===== config.mk =====
export PLATFORM = sky130hd
export DESIGN_NAME = csg_clock_ctrl
export DESIGN_NICKNAME = d
export VERILOG_FILES = /design/src/csg_pkg.sv /design/src/csg_clock_ctrl.sv /design/src/csg_edge_counter.sv /design/src/csg_tick_gen.sv
export VERILOG_INCLUDE_DIRS = /design/src
export SDC_FILE = /design/constraint.sdc
export NUM_CORES = 1
export LEC_CHECK = 0
export BUFFER_PORTS_ARGS = -buffer_cell sky130_fd_sc_hd__buf_2
export CORE_MARGIN = 4
export CORE_UTILIZATION = 45
export DETAILED_ROUTE_END_ITERATION = 12
export PLACE_DENSITY = 0.67
export REMOVE_ABC_BUFFERS = 1
export SETUP_SLACK_MARGIN = 0.2
export SLEW_MARGIN = 0
export SYNTH_ARGS = -nofsm -noshare
export SYNTH_HDL_FRONTEND = slang
export SYNTH_SLANG_ARGS = --single-unit
export TNS_END_PERCENT = 5

===== constraint.sdc =====
create_clock -name i_clk -period 3.6 [get_ports i_clk]
set_clock_uncertainty 0.2 [all_clocks]
set_input_delay 0 -clock i_clk [delete_from_list [all_inputs] [get_ports i_clk]]
set_output_delay 0 -clock i_clk [all_outputs]
set_load 0.02 [all_outputs]

===== src/csg_map.svh =====
// csg_map.svh: register offsets, field positions, reset values and timing counts
// assumes: included by bare name from design files
`ifndef CSG_MAP_SVH
`define CSG_MAP_SVH
// register indices (byte address = 4 * index)
`define CSG_IDX_MAIN_SRC    8'h00
`define CSG_IDX_DIV_CTRL    8'h01
`define CSG_IDX_LOCK        8'h02
`define CSG_IDX_STATE       8'h03
`define CSG_IDX_FAST_CTRL   8'h10
`define CSG_IDX_TRIM_A      8'h11
`define CSG_IDX_TRIM_B      8'h12
`define CSG_IDX_LP_CTRL     8'h18
`define CSG_IDX_XTAL_CTRL   8'h1c
`define CSG_IDX_GUARD       8'h20
`define CSG_IDX_INSTR       8'h21
// unlock key and window
`define CSG_KEY_IO_REGISTER_KEY       8'hd8
`define CSG_UNLOCK_INSTR    3'h4
// reset values
`define CSG_RST_MAIN_SRC    8'h00
`define CSG_RST_DIV_CTRL    8'h11
`define CSG_RST_OTHER       8'h00
// field positions
`define CSG_MAIN_CLOCK_OUTPUT_PIN_ENABLE     7
`define CSG_XTAL_ENABLE     0
`define CSG_XTAL_KEEP_RUNNING_IN_STANDBY   1
`define CSG_XTAL_SEL        2
`define CSG_XTAL_CRYSTAL_STARTUP_SELECT_LO    4
`define CSG_ST_EXT          7
`define CSG_ST_XTAL         6
`define CSG_ST_ULP          5
`define CSG_ST_FAST         4
`define CSG_ST_SWITCH       0
// timing
`define CSG_ULP_EXTRA_CYC   4
`define CSG_PIN_START_CYC   2
`define CSG_CLK_MHZ         100
`define CSG_TICK_HZ         1000
`define CSG_ULP_HZ          32768
`endif


===== src/csg_pkg.sv =====
// csg_pkg.sv: types shared by the clock source and write guard block
// assumes: used with explicit package scope, never imported
package csg_pkg;
  typedef enum logic [1:0] {
    CSG_SRC_FAST,
    CSG_SRC_ULP,
    CSG_SRC_XTAL,
    CSG_SRC_PIN
  } csg_src_e;

  // ready flags of every oscillator
  typedef struct packed {
    logic pin_started;
    logic crystal_stable;
    logic ulp_stable;
    logic fast_rc_stable;
  } csg_ready_s;
endpackage


===== src/csg_clock_ctrl.sv =====
// csg_clock_ctrl.sv: clock source control, divider, ready flags and write guard
// assumes: avalon-mm slave with word addresses; oscillator levels arrive asynchronously
// Functional notes
// - ulp oscillator yields a 1 kHz tick for rtc, watchdog and brownout detector.
// - ulp ready only after analog start-up plus four own oscillator cycles.
// - input select bit picks crystal across both pins or 32 kHz clock on pin in.
// - crystal enable set hands both crystal pins from gpio to the oscillator.
// - crystal oscillator starts on request only while its enable bit is set.
// - crystal start-up select field sets the crystal readiness delay.
// - external-clock mode of crystal oscillator fixes start-up at two input cycles.
// - pin clock taken directly; its gpio set to clock input when requested.
// - pin clock reports started after two input cycles from first request.
// - guarded writes without a valid unlock are ignored, contents unchanged.
// - guard covers main control, divider, lock, crystal, fast ctrl, trims, ulp ctrl.
// - two-bit source select: fast, ulp, crystal, pin clock.
// - divider off passes main clock; on selects 2..64 or 6..48 by code.
// - lock bit blocks main control, divider and, while the fast source is active, trim updates until reset.
// - switching flag stays set until the new source is stable.
//
// Added by the designer: the Avalon-MM slave port.
`timescale 1ns/1ps
`include "csg_map.svh"
module csg_clock_ctrl #(
  parameter logic [15:0] XTAL_CSUT0 = 16'h0100,
  parameter logic [15:0] XTAL_CSUT1 = 16'h0400,
  parameter logic [15:0] XTAL_CSUT2 = 16'h1000,
  parameter logic [15:0] XTAL_CSUT3 = 16'h4000,
  parameter logic        LOCK_FUSE  = 1'b0
) (
  input  wire logic        i_clk,
  input  wire logic        i_arst_n,
  input  wire logic [7:0]  i_avs_address,
  input  wire logic        i_avs_read,
  input  wire logic        i_avs_write,
  input  wire logic [31:0] i_avs_writedata,
  output logic [31:0]      o_avs_readdata,
  output logic             o_avs_waitrequest,
  input  wire logic        i_instr_retired,
  input  wire logic        i_periph_req_xtal,
  input  wire logic        i_periph_req_pin,
  input  wire logic        i_periph_req_ulp,
  input  wire logic        i_ulp_osc,
  input  wire logic        i_ulp_analog_up,
  input  wire logic        i_fast_rc_up,
  input  wire logic        i_crystal_osc,
  input  wire logic        i_crystal_pin_in,
  input  wire logic        i_ext_pin_clock,
  output logic             o_crystal_pins_own,
  output logic             o_crystal_drive_en,
  output logic             o_ext_pin_clock_input,
  output logic             o_clock_output_pin_enable,
  output logic [1:0]       o_main_source,
  output logic [6:0]       o_periph_div,
  output logic             o_ulp_tick,
  output logic [7:0]       o_fast_osc_trim,
  output logic [3:0]       o_fast_osc_temp_trim
);
  logic [7:0] main_src_r, div_ctrl_r, lock_r, fast_ctrl_r;
  logic [7:0] trim_a_r, trim_b_r, lp_ctrl_r, xtal_ctrl_r;
  logic [2:0] window_r;
  logic       lock_caught_r;
  logic       acc_done_r;
  logic [1:0] active_src_r;
  logic       switching_r;
  logic       ulp_a1_r, ulp_a2_r, fast_a1_r, fast_a2_r;
  logic [15:0] xtal_cnt_r;
  logic       xtal_ok_r;
  csg_pkg::csg_ready_s ready;
  logic       ulp_done, pin_done, xosc_ext_done, osc_edge_done;
  logic       xtal_req, pin_req, ulp_req, fast_req;
  logic       guarded, lockable, wr_ok, wr_fire, rd_fire;
  logic [7:0] idx, wdata, rdata;
  logic [15:0] crystal_startup_select_cnt;
  logic [6:0] div_nxt;

  assign idx     = i_avs_address;
  assign wdata   = i_avs_writedata[7:0];
  assign wr_fire = i_avs_write && !acc_done_r;
  assign rd_fire = i_avs_read && !acc_done_r;

  // one wait cycle per access, answered on the second edge
  always_ff @(posedge i_clk or negedge i_arst_n) begin
    if (!i_arst_n) begin
      acc_done_r        <= 1'b0;
      o_avs_waitrequest <= 1'b1;
      o_avs_readdata    <= '0;
    end else begin
      acc_done_r        <= (i_avs_read || i_avs_write) && !acc_done_r;
      o_avs_waitrequest <= !((i_avs_read || i_avs_write) && !acc_done_r);
      o_avs_readdata    <= rd_fire ? {24'h000000, rdata} : 32'h00000000;
    end
  end

  always_comb begin
    guarded = 1'b0;
    unique case (idx)
      `CSG_IDX_MAIN_SRC, `CSG_IDX_DIV_CTRL, `CSG_IDX_LOCK, `CSG_IDX_FAST_CTRL,
      `CSG_IDX_TRIM_A, `CSG_IDX_TRIM_B, `CSG_IDX_LP_CTRL, `CSG_IDX_XTAL_CTRL:
        guarded = 1'b1;
      default: guarded = 1'b0;
    endcase
  end

  // lock covers main control, divider, lock itself and trims of the fast source while it is the active source
  assign lockable = (idx == `CSG_IDX_MAIN_SRC) || (idx == `CSG_IDX_DIV_CTRL) ||
                    (idx == `CSG_IDX_LOCK) ||
                    (((idx == `CSG_IDX_TRIM_A) || (idx == `CSG_IDX_TRIM_B)) &&
                     (active_src_r == 2'(csg_pkg::CSG_SRC_FAST)));
  assign wr_ok = wr_fire && (window_r != 3'h0) && !(lock_r[0] && lockable);

  // unlock window: key arms, retired instructions count down
  always_ff @(posedge i_clk or negedge i_arst_n) begin
    if (!i_arst_n) begin
      window_r <= 3'h0;
    end else if (wr_fire && idx == `CSG_IDX_GUARD && wdata == `CSG_KEY_IO_REGISTER_KEY) begin
      window_r <= `CSG_UNLOCK_INSTR;
    end else if (window_r != 3'h0 && (i_instr_retired ||
                 (wr_fire && idx == `CSG_IDX_INSTR))) begin
      window_r <= window_r - 3'h1;
    end
  end

  // lock bit takes the fuse level after release
  always_ff @(posedge i_clk or negedge i_arst_n) begin
    if (!i_arst_n) begin
      lock_caught_r <= 1'b0;
      lock_r        <= `CSG_RST_OTHER;
    end else if (!lock_caught_r) begin
      lock_caught_r <= 1'b1;
      lock_r        <= {7'h00, LOCK_FUSE};
    end else if (wr_ok && idx == `CSG_IDX_LOCK && wdata[0]) begin
      lock_r <= 8'h01;
    end
  end

  always_ff @(posedge i_clk or negedge i_arst_n) begin
    if (!i_arst_n) begin
      main_src_r  <= `CSG_RST_MAIN_SRC;
      div_ctrl_r  <= `CSG_RST_DIV_CTRL;
      fast_ctrl_r <= `CSG_RST_OTHER;
      trim_a_r    <= `CSG_RST_OTHER;
      trim_b_r    <= `CSG_RST_OTHER;
      lp_ctrl_r   <= `CSG_RST_OTHER;
      xtal_ctrl_r <= `CSG_RST_OTHER;
    end else if (wr_ok && guarded) begin
      unique case (idx)
        `CSG_IDX_MAIN_SRC: if (!switching_r) main_src_r <= wdata & 8'h83;
        `CSG_IDX_DIV_CTRL: div_ctrl_r  <= wdata & 8'h1f;
        `CSG_IDX_FAST_CTRL: fast_ctrl_r <= wdata & 8'h02;
        `CSG_IDX_TRIM_A:   trim_a_r    <= wdata & 8'h7f;
        `CSG_IDX_TRIM_B:   trim_b_r    <= wdata & 8'h8f;
        `CSG_IDX_LP_CTRL:  lp_ctrl_r   <= wdata & 8'h02;
        `CSG_IDX_XTAL_CTRL: xtal_ctrl_r <= wdata & 8'h37;
        default: ;
      endcase
    end
  end

  // requests
  assign xtal_req = xtal_ctrl_r[`CSG_XTAL_ENABLE] && (i_periph_req_xtal ||
                    xtal_ctrl_r[`CSG_XTAL_KEEP_RUNNING_IN_STANDBY] ||
                    main_src_r[1:0] == 2'(csg_pkg::CSG_SRC_XTAL));
  assign pin_req  = i_periph_req_pin || main_src_r[1:0] == 2'(csg_pkg::CSG_SRC_PIN);
  assign ulp_req  = i_periph_req_ulp || lp_ctrl_r[1] ||
                    main_src_r[1:0] == 2'(csg_pkg::CSG_SRC_ULP);
  assign fast_req = fast_ctrl_r[1] || main_src_r[1:0] == 2'(csg_pkg::CSG_SRC_FAST) ||
                    active_src_r == 2'(csg_pkg::CSG_SRC_FAST);

  // analog start-up levels
  always_ff @(posedge i_clk or negedge i_arst_n) begin
    if (!i_arst_n) begin
      ulp_a1_r  <= 1'b0;
      ulp_a2_r  <= 1'b0;
      fast_a1_r <= 1'b0;
      fast_a2_r <= 1'b0;
    end else begin
      ulp_a1_r  <= i_ulp_analog_up;
      ulp_a2_r  <= ulp_a1_r;
      fast_a1_r <= i_fast_rc_up;
      fast_a2_r <= fast_a1_r;
    end
  end

  csg_edge_counter #(.W(3)) u_ulp_start (
    .i_clk    (i_clk),
    .i_arst_n (i_arst_n),
    .i_run    (ulp_req && ulp_a2_r),
    .i_clk_in (i_ulp_osc),
    .i_target (3'(`CSG_ULP_EXTRA_CYC)),
    .o_done   (ulp_done)
  );

  csg_edge_counter #(.W(2)) u_pin_start (
    .i_clk    (i_clk),
    .i_arst_n (i_arst_n),
    .i_run    (pin_req),
    .i_clk_in (i_ext_pin_clock),
    .i_target (2'(`CSG_PIN_START_CYC)),
    .o_done   (pin_done)
  );

  csg_edge_counter #(.W(2)) u_xosc_ext (
    .i_clk    (i_clk),
    .i_arst_n (i_arst_n),
    .i_run    (xtal_req && xtal_ctrl_r[`CSG_XTAL_SEL]),
    .i_clk_in (i_crystal_pin_in),
    .i_target (2'(`CSG_PIN_START_CYC)),
    .o_done   (xosc_ext_done)
  );

  csg_edge_counter #(.W(1)) u_xosc_osc (
    .i_clk    (i_clk),
    .i_arst_n (i_arst_n),
    .i_run    (xtal_req && !xtal_ctrl_r[`CSG_XTAL_SEL]),
    .i_clk_in (i_crystal_osc),
    .i_target (1'h1),
    .o_done   (osc_edge_done)
  );

  always_comb begin
    unique case (xtal_ctrl_r[5:4])
      2'h0: crystal_startup_select_cnt = XTAL_CSUT0;
      2'h1: crystal_startup_select_cnt = XTAL_CSUT1;
      2'h2: crystal_startup_select_cnt = XTAL_CSUT2;
      default: crystal_startup_select_cnt = XTAL_CSUT3;
    endcase
  end

  // crystal readiness after selected start-up count
  always_ff @(posedge i_clk or negedge i_arst_n) begin
    if (!i_arst_n) begin
      xtal_cnt_r <= '0;
      xtal_ok_r  <= 1'b0;
    end else if (!xtal_req || xtal_ctrl_r[`CSG_XTAL_SEL] || !osc_edge_done) begin
      xtal_cnt_r <= '0;
      xtal_ok_r  <= 1'b0;
    end else if (!xtal_ok_r) begin
      xtal_cnt_r <= xtal_cnt_r + 16'h0001;
      xtal_ok_r  <= (xtal_cnt_r + 16'h0001) >= crystal_startup_select_cnt;
    end
  end

  assign ready.pin_started    = pin_done;
  assign ready.crystal_stable = xtal_ctrl_r[`CSG_XTAL_SEL] ? xosc_ext_done : xtal_ok_r;
  assign ready.ulp_stable     = ulp_done;
  assign ready.fast_rc_stable = fast_req && fast_a2_r;

  // source switch: hold the switching flag until the target is ready
  always_ff @(posedge i_clk or negedge i_arst_n) begin
    if (!i_arst_n) begin
      active_src_r <= 2'(csg_pkg::CSG_SRC_FAST);
      switching_r  <= 1'b0;
    end else if (main_src_r[1:0] != active_src_r) begin
      switching_r <= 1'b1;
      if (ready[main_src_r[1:0]]) begin
        active_src_r <= main_src_r[1:0];
        switching_r  <= 1'b0;
      end
    end else begin
      switching_r <= 1'b0;
    end
  end

  always_comb begin
    div_nxt = 7'h01;
    if (div_ctrl_r[0]) begin
      unique case (div_ctrl_r[4:1])
        4'h0: div_nxt = 7'h02;
        4'h1: div_nxt = 7'h04;
        4'h2: div_nxt = 7'h08;
        4'h3: div_nxt = 7'h10;
        4'h4: div_nxt = 7'h20;
        4'h5: div_nxt = 7'h40;
        4'h8: div_nxt = 7'h06;
        4'h9: div_nxt = 7'h0a;
        4'ha: div_nxt = 7'h0c;
        4'hb: div_nxt = 7'h18;
        4'hc: div_nxt = 7'h30;
        default: div_nxt = 7'h01;
      endcase
    end
  end

  always_comb begin
    rdata = 8'h00;
    unique case (idx)
      `CSG_IDX_MAIN_SRC:  rdata = main_src_r;
      `CSG_IDX_DIV_CTRL:  rdata = div_ctrl_r;
      `CSG_IDX_LOCK:      rdata = lock_r;
      `CSG_IDX_STATE:     rdata = {ready, 3'h0, switching_r};
      `CSG_IDX_FAST_CTRL: rdata = fast_ctrl_r;
      `CSG_IDX_TRIM_A:    rdata = trim_a_r;
      `CSG_IDX_TRIM_B:    rdata = trim_b_r;
      `CSG_IDX_LP_CTRL:   rdata = lp_ctrl_r;
      `CSG_IDX_XTAL_CTRL: rdata = xtal_ctrl_r;
      `CSG_IDX_INSTR:     rdata = {5'h00, window_r};
      default:            rdata = 8'h00;
    endcase
  end

  logic ulp_tick;
  csg_tick_gen u_tick (
    .i_clk    (i_clk),
    .i_arst_n (i_arst_n),
    .i_run    (ulp_done),
    .i_osc    (i_ulp_osc),
    .o_tick   (ulp_tick)
  );

  // registered outputs
  always_ff @(posedge i_clk or negedge i_arst_n) begin
    if (!i_arst_n) begin
      o_crystal_pins_own        <= 1'b0;
      o_crystal_drive_en        <= 1'b0;
      o_ext_pin_clock_input     <= 1'b0;
      o_clock_output_pin_enable <= 1'b0;
      o_main_source             <= 2'h0;
      o_periph_div              <= 7'h01;
      o_ulp_tick                <= 1'b0;
      o_fast_osc_trim           <= 8'h00;
      o_fast_osc_temp_trim      <= 4'h0;
    end else begin
      o_crystal_pins_own        <= xtal_ctrl_r[`CSG_XTAL_ENABLE];
      o_crystal_drive_en        <= xtal_req && !xtal_ctrl_r[`CSG_XTAL_SEL];
      o_ext_pin_clock_input     <= pin_req;
      o_clock_output_pin_enable <= main_src_r[`CSG_MAIN_CLOCK_OUTPUT_PIN_ENABLE];
      o_main_source             <= active_src_r;
      o_periph_div              <= div_nxt;
      o_ulp_tick                <= ulp_tick;
      o_fast_osc_trim           <= trim_a_r;
      o_fast_osc_temp_trim      <= trim_b_r[3:0];
    end
  end
endmodule


===== src/csg_edge_counter.sv =====
// csg_edge_counter.sv: counts rising edges of a synchronised clock input
// assumes: i_clk_in is asynchronous; requires i_clk far faster than it
`timescale 1ns/1ps
module csg_edge_counter #(
  parameter int W = 8
) (
  input  wire logic         i_clk,
  input  wire logic         i_arst_n,
  input  wire logic         i_run,
  input  wire logic         i_clk_in,
  input  wire logic [W-1:0] i_target,
  output logic              o_done
);
  logic         s1_r;
  logic         s2_r;
  logic         s3_r;
  logic [W-1:0] cnt_r;

  always_ff @(posedge i_clk or negedge i_arst_n) begin
    if (!i_arst_n) begin
      s1_r <= 1'b0;
      s2_r <= 1'b0;
      s3_r <= 1'b0;
    end else begin
      s1_r <= i_clk_in;
      s2_r <= s1_r;
      s3_r <= s2_r;
    end
  end

  always_ff @(posedge i_clk or negedge i_arst_n) begin
    if (!i_arst_n) begin
      cnt_r  <= '0;
      o_done <= 1'b0;
    end else if (!i_run) begin
      cnt_r  <= '0;
      o_done <= 1'b0;
    end else if (!o_done && s2_r && !s3_r) begin
      cnt_r  <= cnt_r + W'(1);
      o_done <= (cnt_r + W'(1)) >= i_target;
    end
  end
endmodule


===== src/csg_tick_gen.sv =====
// csg_tick_gen.sv: 1 kHz tick from the ulp oscillator, one pulse per period
// assumes: i_osc is the synchronised-free raw oscillator, sampled here
`timescale 1ns/1ps
`include "csg_map.svh"
module csg_tick_gen #(
  parameter int DIV = `CSG_ULP_HZ / `CSG_TICK_HZ
) (
  input  wire logic i_clk,
  input  wire logic i_arst_n,
  input  wire logic i_run,
  input  wire logic i_osc,
  output logic      o_tick
);
  logic       s1_r;
  logic       s2_r;
  logic       s3_r;
  logic [5:0] cnt_r;

  always_ff @(posedge i_clk or negedge i_arst_n) begin
    if (!i_arst_n) begin
      s1_r <= 1'b0;
      s2_r <= 1'b0;
      s3_r <= 1'b0;
    end else begin
      s1_r <= i_osc;
      s2_r <= s1_r;
      s3_r <= s2_r;
    end
  end

  always_ff @(posedge i_clk or negedge i_arst_n) begin
    if (!i_arst_n) begin
      cnt_r  <= '0;
      o_tick <= 1'b0;
    end else begin
      o_tick <= 1'b0;
      if (!i_run) begin
        cnt_r <= '0;
      end else if (s2_r && !s3_r) begin
        if (cnt_r == 6'(DIV - 1)) begin
          cnt_r  <= '0;
          o_tick <= 1'b1;
        end else begin
          cnt_r <= cnt_r + 6'h01;
        end
      end
    end
  end
endmodule


==> results.md, run 1 <==
* Status: completed
* Vias per cell at 5.26
* Min Clock Period, post-route at 2.79 ns
* Number of global-route vias before repair at 3992
* Hold Fails Final Rpt at 0
* Die area at 0.0142 mm²
* Met3 Use GR at 4.80%
* Setup violations, final at 0
* EDFF count, synth at 0
* CTS Buffer Depth at 2
* RSZ-0062 raised after global routing: no
* Row cnt at 40
* Reg clk slew, reported paths at 0.05 ns
* Drt wl/cell at 16.0 µm
* Area grow syn2layout at 23.5%
* CP required at 3.66 ns
* Post-CTS setup buffers at 0
* Via count at 4111
* Antenna diodes at 0
* Number of antenna violations at the first check in global routing at 0
* Worst Reg2Reg Path Length in Cells at 11
* R2R setup slack at 0.81 ns
* Crit. Startpoint: xtal_cnt_r[0]
* Crit Path Class: register to register
* CP arrival at 2.84 ns
* Slew @ Worst Pin at 1.07 ns
* Placement-stage cell area at 0.00596 mm²
* Synth Warn # at 0
* PortBufs at 63
* Final wirelength at 12500 µm
* Part of the cycle the worst path needs at 77.5%
* Slew Viols, Final at 0
* Hold path startpoint: i_crystal_pin_in
* H-tree lvl count at 4
* FF-to-FF End: xtal_ok_r
* Total power per unit cell area at 482 mW/mm²
* Avg Synthesized Cell Area at 11.1 µm²
* Seq. cell area at 0.00296 mm²
* Max cap viols at 0
* GRT busiest layer: met2
* Tightest Hold Check Type: input pin to register
* Nets at 666
* Worst r2r src: xtal_cnt_r[0]
* RePlAce Congestion at 0.870
* Grt met1 use at 25.4%
* Synthesized area at 0.00558 mm²
* Mapped Cells at 501
* Seq/Total Area, Yosys at 53.0%
* Share of cells above drive strength 1 at 23.8%
* Seq cells post-synth at 118
* Fill cell count at 1000
* Commonest register cell after synthesis: dfrtp_1
* Core area at 0.0121 mm²
* DIE HEIGHT at 119 µm
* First-pass GRT wire length at 20700 µm
* CP max FO at 7
* Detail Route Antenna Nets at 0
* Netlist cell types at 66
* Post-DP HPWL at 8440 µm
* Ports at 113
* Crit. End Element: register
* Drt pass-1 iters at 5
* Maximum clock frequency at 0.359 GHz
* Setup_tns at 0 ns
* Asr flop ratio synth at 100%
* CTS Buf Count at 17
* Post-CTS Resized at 0
* VDD IR-drop max at 0.297 mV
* GR Overflow Total at 0
* Leakage power at 0.00313 µW
* CTS tree: done
* Initial core utilization at 46.3%
* Cell area after layout at 0.00689 mm²
* Met2 Usage GRT at 27.7%
* Relative slew slack at 28.7%
* # DRC at 0
* Largest net degree at the start of global routing at 87
* Root buffer cell: clkbuf_16
* Hold EP: u_xosc_ext.s1_r
* Hold path depth at 2
* Initial DRC count at 278
* Clk Latency, worst-skew pair at 0.42 ns
* Die X at 119 µm
* Area of the multi-input gates at 0.00239 mm²
* Gr usage total at 18.5%
* Crit path launch type: register
* Clk sinks at 118
==> cells in the mapped netlist, drive strengths merged (8+ instances only) <==
master  count  area [µm²]
a21oi      15        78.8
buf        32         224
clkbuf      9        33.8
dfrtp     114        2850
ha         10         125
inv        18        67.6
mux2       30         338
nand2      27         104
nand3      12        60.1
nand4       8        62.6
nor2       52         198
nor2b      15        93.8
nor3       15        85.1
nor3b       9        83.8
nor4       11        98.8
o21ai      10        50.1
xnor2      19         166
xor2        9        78.8
==> cell usage in the layout (no fill, tap or decap), types with 13 or more instances in the layout <==
cell,netlist,routed
buf_2,5,62
inv_1,18,18
nor2_1,51,51
clkbuf_16,0,17
nand2_1,26,26
xnor2_1,19,19
nor3_1,13,13
dfrtp_1,114,114
nor2b_1,15,15
conb_1,2,26
dlygate4sd3_1,0,33
a21oi_1,14,14
mux2_2,30,30
==> cell families (layout without fill, tap and decap cells) <==
family / count (synthesis) / count (layout) / share of synthesized area (%)
and+or+nand+nor: 178 / 178 / 18.1
DFF: 118 / 118 / 53.0
AOI/OAI and AO/OA: 68 / 68 / 8.59
buffers and inverters: 59 / 148 / 5.83
muxes: 38 / 38 / 7.71
xor gates and xnor gates: 28 / 28 / 4.39
adders and majority gates: 10 / 10 / 2.24
other: 2 / 26 / 0.135
==> worst max-delay path by stage <==
stage,end,slack (ns),cells after the start
after CTS,xtal_ok_r,0.83,11
after global placement,xtal_ok_r,0.96,11
after global routing,xtal_ok_r,0.59,11
final,xtal_ok_r,0.81,11
after floorplan,xtal_ok_r,1.16,11
after detailed placement,xtal_ok_r,0.84,11
==> flip-flops by register name (all words and copies together) (netlist names), 4 cells and up <==
name,cells
trim_b_r,5
o_periph_div,7
o_fast_osc_trim,7
div_ctrl_r,5
o_fast_osc_temp_trim,4
trim_a_r,7
o_avs_readdata,8
u_tick.cnt_r,6
xtal_ctrl_r,5
xtal_cnt_r,16
==> per-layer routing <==
layer	vias to the layer above	wire length, µm
met2	136	5880
met5	-	0
met1	2031	5710
met3	22	660
met4	0	270
li1	1922	-
==> worst max-delay path: stages (launching register included) <==
cell and delay [ns]:
dfrtp_1 0.48, ha_1 0.26, and3_1 0.21, nand2_1 0.15
nor2_1 0.16, xnor2_1 0.09, ha_1 0.20, nand3b_1 0.16
nor4_1 0.21, nor3_1 0.10, nor4_1 0.30, a211oi_1 0.11
==> through the flow <==
| step | total power, µW | hold slack [ns] | std cells | setup slack, ns | utilization [%] |
|---|---|---|---|---|---|
| final | 3320 | 0.0213 | 782 | 0.811 | 57.2 |
| after global routing | 3450 | 0.0148 | 782 | 0.590 | 57.2 |
| after CTS | 3350 | 0.00622 | 782 | 0.828 | 57.2 |
| after detailed placement | 1610 | -0.0903 | 718 | 0.843 | 49.4 |
| after global placement | 1600 | -0.0922 | 718 | 0.958 | 49.4 |
| after floorplan | 1520 | -0.496 | 484 | 1.16 | - |
==> power by group <==
group	internal, µW	total (µW)	switching, µW
clock network	1130	1700	568
logic	91.6	232	140
registers	1360	1390	23.7
==> layout make-up <==
| class | instances | share of cell area [%] |
|---|---|---|
| Tap cell | 168 | 3.05 |
| Clock inverter | 9 | 1.83 |
| Multi-Input combinational cell | 348 | 34.6 |
| Clock buffer | 22 | 6.88 |
| Sequential cell | 118 | 42.9 |
| Inverter | 18 | 0.980 |
| Timing Repair Buffer | 99 | 9.73 |
==> timing repair <==
action                                  in CTS  in global routing
hold endpoints to repair                   138                  0
endpoints found under the setup margin       0                  0
hold buffers                                33                  0
(Power assumes the default switching activity.)
==> run 2, diff against run 1 <==
ABC_AREA = 1   (was default)
PLACE_DENSITY = 0.7   (was 0.67)
clock period = 2.4 ns   (was 3.6 ns; I/O delays follow)
==> run 2 against run 1 <==
Core utilization up 0.10 points. Sequential power increased by 48%. Sequential cell count unchanged. Global-route usage grew 0.88 points. Critical endpoint unchanged. Largest power group unchanged.
==> results.md, run 2 <==
* Status: completed (unchanged)
* Antenna diodes at 0 (unchanged)
* Nets at 792 (was 666)
* PortBufs at 63 (unchanged)
* DIE HEIGHT at 119 µm (about the same)
* Max reg flops at 16 (unchanged)
* Fill cell count at 1037 (was 1000)
* Relative slew slack at 61.8% (was 28.7%)
* Total power per unit cell area at 685 mW/mm² (was 482 mW/mm²)
* Leakage power at 0.00346 µW (was 0.00313 µW)
* Share of cells above drive strength 1 at 20.6% (was 23.8%)
* GR Overflow Total at 0 (unchanged)
* CP arrival at 2.54 ns (was 2.84 ns)
* Placement-stage cell area at 0.00597 mm² (was 0.00596 mm²)
* Maximum clock frequency at 0.418 GHz (was 0.359 GHz)
* Seq/Total Area, Yosys at 53.6% (was 53.0%)
* Final wirelength at 13000 µm (was 12500 µm)
* CTS Buffer Depth at 2 (unchanged)
* Reg clk slew, reported paths at 0.05 ns (about the same)
* Post-DP HPWL at 9080 µm (was 8440 µm)
* R2R setup slack at 0.005 ns (was 0.81 ns)
* Area of the multi-input gates at 0.00214 mm² (was 0.00239 mm²)
* Vias per cell at 4.99 (was 5.26)
* Most common cell after layout, fill and taps aside: nand2_1 (was dfrtp_1)
* Root buffer cell: clkbuf_16 (unchanged)
* Row cnt at 40 (unchanged)
* Asr flop ratio synth at 100% (unchanged)
* Drt pass-1 iters at 5 (unchanged)
* RSZ-0062 raised after global routing: yes (was no)
* Crit. Startpoint: xtal_cnt_r[0] (unchanged)
* FF-to-FF End: xtal_ok_r (unchanged)
* Largest net degree at the start of global routing at 73 (was 87)
* Max cap viols at 0 (unchanged)
* Post-synth top cells: 127 x nand2_1, 114 x dfrtp_1, 73 x inv_1 (was 114 x dfrtp_1, 51 x nor2_1, 30 x mux2_2)
* Netlist cell types at 49 (was 66)
* Clk sinks at 118 (unchanged)
* Seq cells post-synth at 118 (unchanged)
* Regs by FF count: xtal_cnt_r (16), o_avs_readdata (8) (unchanged)
* Via count at 4429 (was 4111)
* First-pass GRT wire length at 21600 µm (was 20700 µm)
* Largest Register: xtal_cnt_r (unchanged)
* Crit Path Class: register to register (unchanged)
* Crit. End Element: register (unchanged)
* H-tree lvl count at 4 (unchanged)
* CP max FO at 3 (was 7)
* Die X at 119 µm (about the same)
* Mapped Cells at 606 (was 501)
* Min Clock Period, post-route at 2.39 ns (was 2.79 ns)
* Part of the cycle the worst path needs at 99.8% (was 77.5%)
* Hold Fails Final Rpt at 0 (unchanged)
* CTS tree: done (unchanged)
* RePlAce Congestion at 0.901 (was 0.870)
* Setup violations, final at 0 (unchanged)
* Worst r2r src: xtal_cnt_r[0] (unchanged)
* Drt wl/cell at 14.6 µm (was 16.0 µm)
* Top post-synthesis cells by area: dfrtp_1 52%, nand2_1 8.6%, inv_1 5.0%, nor2_1 4.2%, buf_4 3.5% (was dfrtp_1 51%, mux2_2 6.1%, buf_4 3.5%, nor2_1 3.4%, xnor2_1 3.0%)
* Post-synth top area cell: dfrtp_1 (unchanged)
* Most frequent cells in the layout: 125 x nand2_1, 114 x dfrtp_1, 72 x inv_1 (was 114 x dfrtp_1, 62 x buf_2, 51 x nor2_1)
* Synth top area share at 51.7% (was 51.1%)
* Ports at 113 (unchanged)
* EDFF count, synth at 0 (unchanged)
* Gr usage total at 19.4% (was 18.5%)
* Avg Synthesized Cell Area at 9.11 µm² (was 11.1 µm²)
* Synthesized area at 0.00552 mm² (was 0.00558 mm²)
* VDD IR-drop max at 0.541 mV (was 0.297 mV)
* Worst Reg2Reg Path Length in Cells at 17 (was 11)
* Area grow syn2layout at 24.6% (was 23.5%)
* Detail Route Antenna Nets at 0 (unchanged)
* # DRC at 0 (unchanged)
* Seq. cell area at 0.00296 mm² (unchanged)
* CP Capture Point: xtal_ok_r (unchanged)
* Commonest register cell after synthesis: dfrtp_1 (unchanged)
* Number of global-route vias before repair at 4488 (was 3992)
* Clk Latency, worst-skew pair at 0.42 ns (about the same)
* Tightest Hold Check Type: input pin to async pin (was input pin to register)
* Setup ws final at 0.00523 ns (was 0.811 ns)
* Cell area after layout at 0.00688 mm² (was 0.00689 mm²)
* CTS Buf Count at 17 (unchanged)
* Number of antenna violations at the first check in global routing at 0 (unchanged)
* Slew @ Worst Pin at 0.573 ns (was 1.07 ns)
* Die area at 0.0141 mm² (was 0.0142 mm²)
* Initial DRC count at 363 (was 278)
* Min Hold Slack at 0.0131 ns (was 0.0213 ns)
* CP required at 2.54 ns (was 3.66 ns)
* Crit path launch type: register (unchanged)
* Synth Warn # at 0 (unchanged)
* Dpl ws at 0.0207 ns (was 0.843 ns)
* Slew Viols, Final at 0 (unchanged)
* Core area at 0.0120 mm² (was 0.0121 mm²)
* Most common cell in the netlist: nand2_1 (was dfrtp_1)
* Initial core utilization at 46.0% (was 46.3%)
## run 2: cell types whose count changed in the layout (fill, tap and decap cells not counted), moves of 10 or more
cell | previous run | this run
inv_1 | 18 | 72
xnor2_1 | 19 | 0
mux2_2 | 30 | 0
nor2b_1 | 15 | 0
nand3_1 | 12 | 29
nor2_1 | 51 | 61
o21ai_0 | 10 | 34
nand2_1 | 26 | 125
## run 2: cells by family after synthesis
kind of cell	synth area share (%)
AND/OR/NAND/NOR	22.5
flip-flops	53.6
buffers and inverters	9.63
AO/OA/AOI/OAI	10.5
adder cells (fa/ha/maj)	2.27
XOR/XNOR	1.43
other	0.136
## run 2: cell type report
class	instances	share of cell area, %
flip-flops and latches	118	43.0
multi-input cells	403	31.2
repair buffers	108	10.9
clock buffers	18	6.24
inverters	80	4.38
well taps	147	2.67
clock inverters	14	1.62
## run 2: worst max-delay path, cell delays in order, from the launching register on
cell     delay [ns]
dfrtp_1        0.37
ha_2           0.20
nand2_2        0.06
inv_2          0.07
nand3_4        0.10
nor3_4         0.13
xor2_1         0.10
ha_1           0.31
nand2_1        0.06
nor2_1         0.11
nand2_1        0.08
nor2_1         0.10
nand2_1        0.06
nor2_1         0.10
nand2_1        0.06
nand3_1        0.06
nand2_1        0.05
a21oi_1        0.11
## run 2: report_power, final
| part | internal, µW | switching [µW] | total (µW) |
|---|---|---|---|
| clock | 1410 | 899 | 2310 |
| sequential | 2040 | 21.7 | 2060 |
| combinational | 117 | 221 | 338 |
## run 2: worst min-delay path by stage
stage	startpoint	endpoint	slack [ns]	cells after the start
final	i_arst_n	u_tick.o_tick	0.01	3
after global routing	i_crystal_pin_in	u_xosc_ext.s1_r	0.03	2
after CTS	i_crystal_osc	u_xosc_osc.s1_r	0.007	2
after detailed placement	i_arst_n	o_ulp_tick	-0.40	1
after global placement	i_arst_n	o_ulp_tick	-0.40	1
after floorplan	i_arst_n	acc_done_r	-0.50	0
## run 2: layer usage
metal / vias up / wire length (µm) / GRT usage [%]
met5: - / 0 / 0
li1: 2163 / - / -
met2: 125 / 6480 / 31.7
met3: 16 / 734 / 5.65
met1: 2125 / 5550 / 24.2
met4: 0 / 218 / 7.60
## run 2: repair_timing
item | 4_1_cts | 5_1_grt
setup buffers | 0 | 2
hold endpoints to repair | 172 | 0
hold buffers | 33 | 0
pin swaps | 3 | 2
setup endpoints to repair | 1 | 5
gates resized for setup | 4 | 3
## run 2: through the flow
stage | power [µW] | util (%) | TNS, ns | cells
after global routing | 4890 | 57.3 | -0.183 | 888
after CTS | 4750 | 57.1 | 0 | 886
after floorplan | 2260 | - | 0 | 601
after detailed placement | 2390 | 49.7 | 0 | 821
final | 4710 | 57.3 | 0 | 888
after global placement | 2380 | 49.7 | 0 | 821
==> run 3, diff against run 2 <==
ABC_AREA = default   (was 1)
CTS_CLUSTER_SIZE = 20   (was default)
==> run 3 against run 2 <==
The flow now finishes with violations (setup timing). Combinational power up 16%. Non-clock buffer count is 18 higher. Core utilization up 3.3 points. Via count is 1.7% lower. First-iteration DRC count is 37% higher. Hold slack got worse by 0.0032 ns. Critical endpoint unchanged. Largest cell class unchanged. Highest routed layer unchanged.
==> results.md, run 3 (synthesis gave the netlist of run 1 again) <==
* Status: complete, but fails checks (was completed)
* Failing checks: setup timing
* Reg clk slew, reported paths at 0.06 ns (was 0.05 ns)
* Setup ws final at -0.0543 ns (was 0.00523 ns)
* Crit. End Element: register (unchanged)
* RSZ-0062 raised after global routing: yes (unchanged)
* Setup violations, final at 1 (was 0)
* Most frequent CP cell: ha_2 (was nand2_1)
* Row cnt at 40 (unchanged)
* CP Buf/Inv Count at 0 (was 1)
* Crit path max-delay family: simple AND/OR/NAND/NOR gates (unchanged)
* RePlAce Congestion at 0.912 (was 0.901)
* Area grow syn2layout at 30.9% (was 24.6%)
* Die area at 0.0142 mm² (was 0.0141 mm²)
* Crit Path Class: register to register (unchanged)
* Total power per unit cell area at 697 mW/mm² (was 685 mW/mm²)
* Leakage power at 0.00333 µW (was 0.00346 µW)
* Final wirelength at 14000 µm (was 13000 µm)
* Initial core utilization at 46.3% (was 46.0%)
* Most common cell after layout, fill and taps aside: dfrtp_1 (was nand2_1)
* Slew Viols, Final at 0 (unchanged)
* Critical-path cell list: ha_2, and3_4, nand2_4, nor2_4, xnor2_2, ha_2, nand3b_1, nor4_1, nor3_1, a311oi_1, a211oi_1 (was ha_2, nand2_2, inv_2, nand3_4, nor3_4, xor2_1, ha_1, nand2_1, nor2_1, nand2_1, nor2_1, nand2_1, nor2_1, nand2_1, nand3_1, nand2_1, a21oi_1)
* Post-DP HPWL at 9100 µm (was 9080 µm)
* Number of antenna violations at the first check in global routing at 0 (unchanged)
* DIE HEIGHT at 119 µm (about the same)
* Largest Register: xtal_cnt_r (unchanged)
* Max cap viols at 0 (unchanged)
* Die X at 119 µm (about the same)
* CP max-delay cell: dfrtp_1 (unchanged)
* Crit-path max cell delay at 0.38 ns (was 0.37 ns)
* Total power at 5090 µW (was 4710 µW)
* Vias per cell at 5.37 (was 4.99)
* Part of the cycle the worst path needs at 102% (was 99.8%)
* Core area at 0.0121 mm² (was 0.0120 mm²)
* Gr usage total at 20.6% (was 19.4%)
* Initial DRC count at 498 (was 363)
* Nets at 693 (was 792)
* # DRC at 0 (unchanged)
* Tightest Hold Check Type: input pin to async pin (unchanged)
* Relative slew slack at 47.6% (was 61.8%)
* Clk sinks at 118 (unchanged)
* Max reg flops at 16 (unchanged)
* Root buffer cell: clkbuf_16 (unchanged)
* Regs by FF count: xtal_cnt_r (16), o_avs_readdata (8) (unchanged)
* Drt pass-1 iters at 5 (unchanged)
* Via count at 4352 (was 4429)
* CP arrival at 2.51 ns (was 2.54 ns)
* Hold Fails Final Rpt at 0 (unchanged)
* Share of cells above drive strength 1 at 29.9% (was 20.6%)
* CTS tree: done (unchanged)
* VDD IR-drop max at 0.413 mV (was 0.541 mV)
* First-pass GRT wire length at 23000 µm (was 21600 µm)
* Maximum clock frequency at 0.407 GHz (was 0.418 GHz)
* Detail Route Antenna Nets at 0 (unchanged)
* PortBufs at 63 (unchanged)
* H-tree lvl count at 4 (unchanged)
* CTS Buf Count at 17 (unchanged)
* Antenna diodes at 0 (unchanged)
* Crit path launch type: register (unchanged)
* CTS Buffer Depth at 2 (unchanged)
* Slew @ Worst Pin at 0.784 ns (was 0.573 ns)
* Ports at 113 (unchanged)
* Cell area after layout at 0.00730 mm² (was 0.00688 mm²)
* GR Overflow Total at 0 (unchanged)
* Most frequent cells in the layout: 112 x dfrtp_1, 62 x buf_2, 50 x nor2_1 (was 125 x nand2_1, 114 x dfrtp_1, 72 x inv_1)
* Drt wl/cell at 17.3 µm (was 14.6 µm)
* CP max FO at 4 (was 3)
* CP required at 2.46 ns (was 2.54 ns)
* Number of global-route vias before repair at 4430 (was 4488)
* Clk Latency, worst-skew pair at 0.41 ns (was 0.42 ns)
* Min Clock Period, post-route at 2.45 ns (was 2.39 ns)
* Placement-stage cell area at 0.00615 mm² (was 0.00597 mm²)
* Largest net degree at the start of global routing at 44 (was 73)
[run 3: cell count changes in the layout (fill, tap and decap cells not counted), sizes merged, moves of 15 or more]
cell	previous run	this run
nor2	68	52
nand2	133	27
mux2	0	30
nand3	35	12
o21ai	48	10
xnor2	0	19
buf	75	93
nor2b	0	15
inv	80	21
[run 3: layout make-up]
| type | count | area (µm²) |
|---|---|---|
| Clock buffer | 18 | 439 |
| Clock inverter | 14 | 174 |
| Fill cell | 930 | 4760 |
| Inverter | 18 | 67.6 |
| Multi-Input combinational cell | 348 | 2540 |
| Sequential cell | 118 | 2960 |
| Tap cell | 168 | 210 |
| Timing Repair Buffer | 126 | 911 |
[run 3: worst reg2reg max path, delay by kind of cell, from the launching register on]
family	cells	cell delay (ns)
compound gates	2	0.42
xor+xnor	1	0.13
fa+ha+maj	2	0.38
flops	1	0.38
simple gates	6	0.81
[run 3: stage by stage]
stage                     setup slack, ns  util, %  hold slack, ns  instances  TNS [ns]
after floorplan                   -0.0408        -          -0.496        484   -0.0408
after global routing               -0.168     60.6          0.0225        810    -0.170
after global placement            -0.0181     51.0          -0.171        740   -0.0181
after detailed placement           -0.154     51.0          -0.167        740    -0.181
after CTS                         -0.0203     59.7         -0.0959        808   -0.0240
final                             -0.0543     60.6         0.00988        810   -0.0543
[run 3: repair_timing]
action | CTS | global route
resized for setup | 21 | 22
hold buffers | 32 | 2
setup endpoints to repair | 26 | 32
endpoints found under the hold margin | 172 | 2
buffers inserted | 4 | 0
pin swaps | 10 | 6
[run 3: worst paths after layout]
kind	start	to	slack, ns	depth (start not counted)
max	xtal_cnt_r[1]	xtal_ok_r	-0.05	11
max in group asynchronous	i_arst_n	xtal_cnt_r[8]	1.73	3
max reg2reg	xtal_cnt_r[1]	xtal_ok_r	-0.05	11
min reg2reg	ulp_a1_r	ulp_a2_r	0.15	0
min	i_arst_n	div_ctrl_r[4]	0.01	2
min in group i_clk	i_avs_address[2]	o_avs_readdata[2]	0.02	4
[run 3: metal layers]
| layer | share of wire (%) | vias up | track usage, % |
|---|---|---|---|
| li1 | - | 1982 | - |
| met1 | 42 | 2084 | 27.1 |
| met2 | 47 | 230 | 31.2 |
| met3 | 7.6 | 56 | 6.32 |
| met4 | 4.1 | 0 | 9.95 |
| met5 | 0 | - | 0 |
[run 3: power breakdown]
part	leakage, µW	internal [µW]	switching, µW
sequential	0.00157	2040	43.4
clock	0.000289	1670	947
combinational	0.00148	165	228
total	0.00333	3870	1220
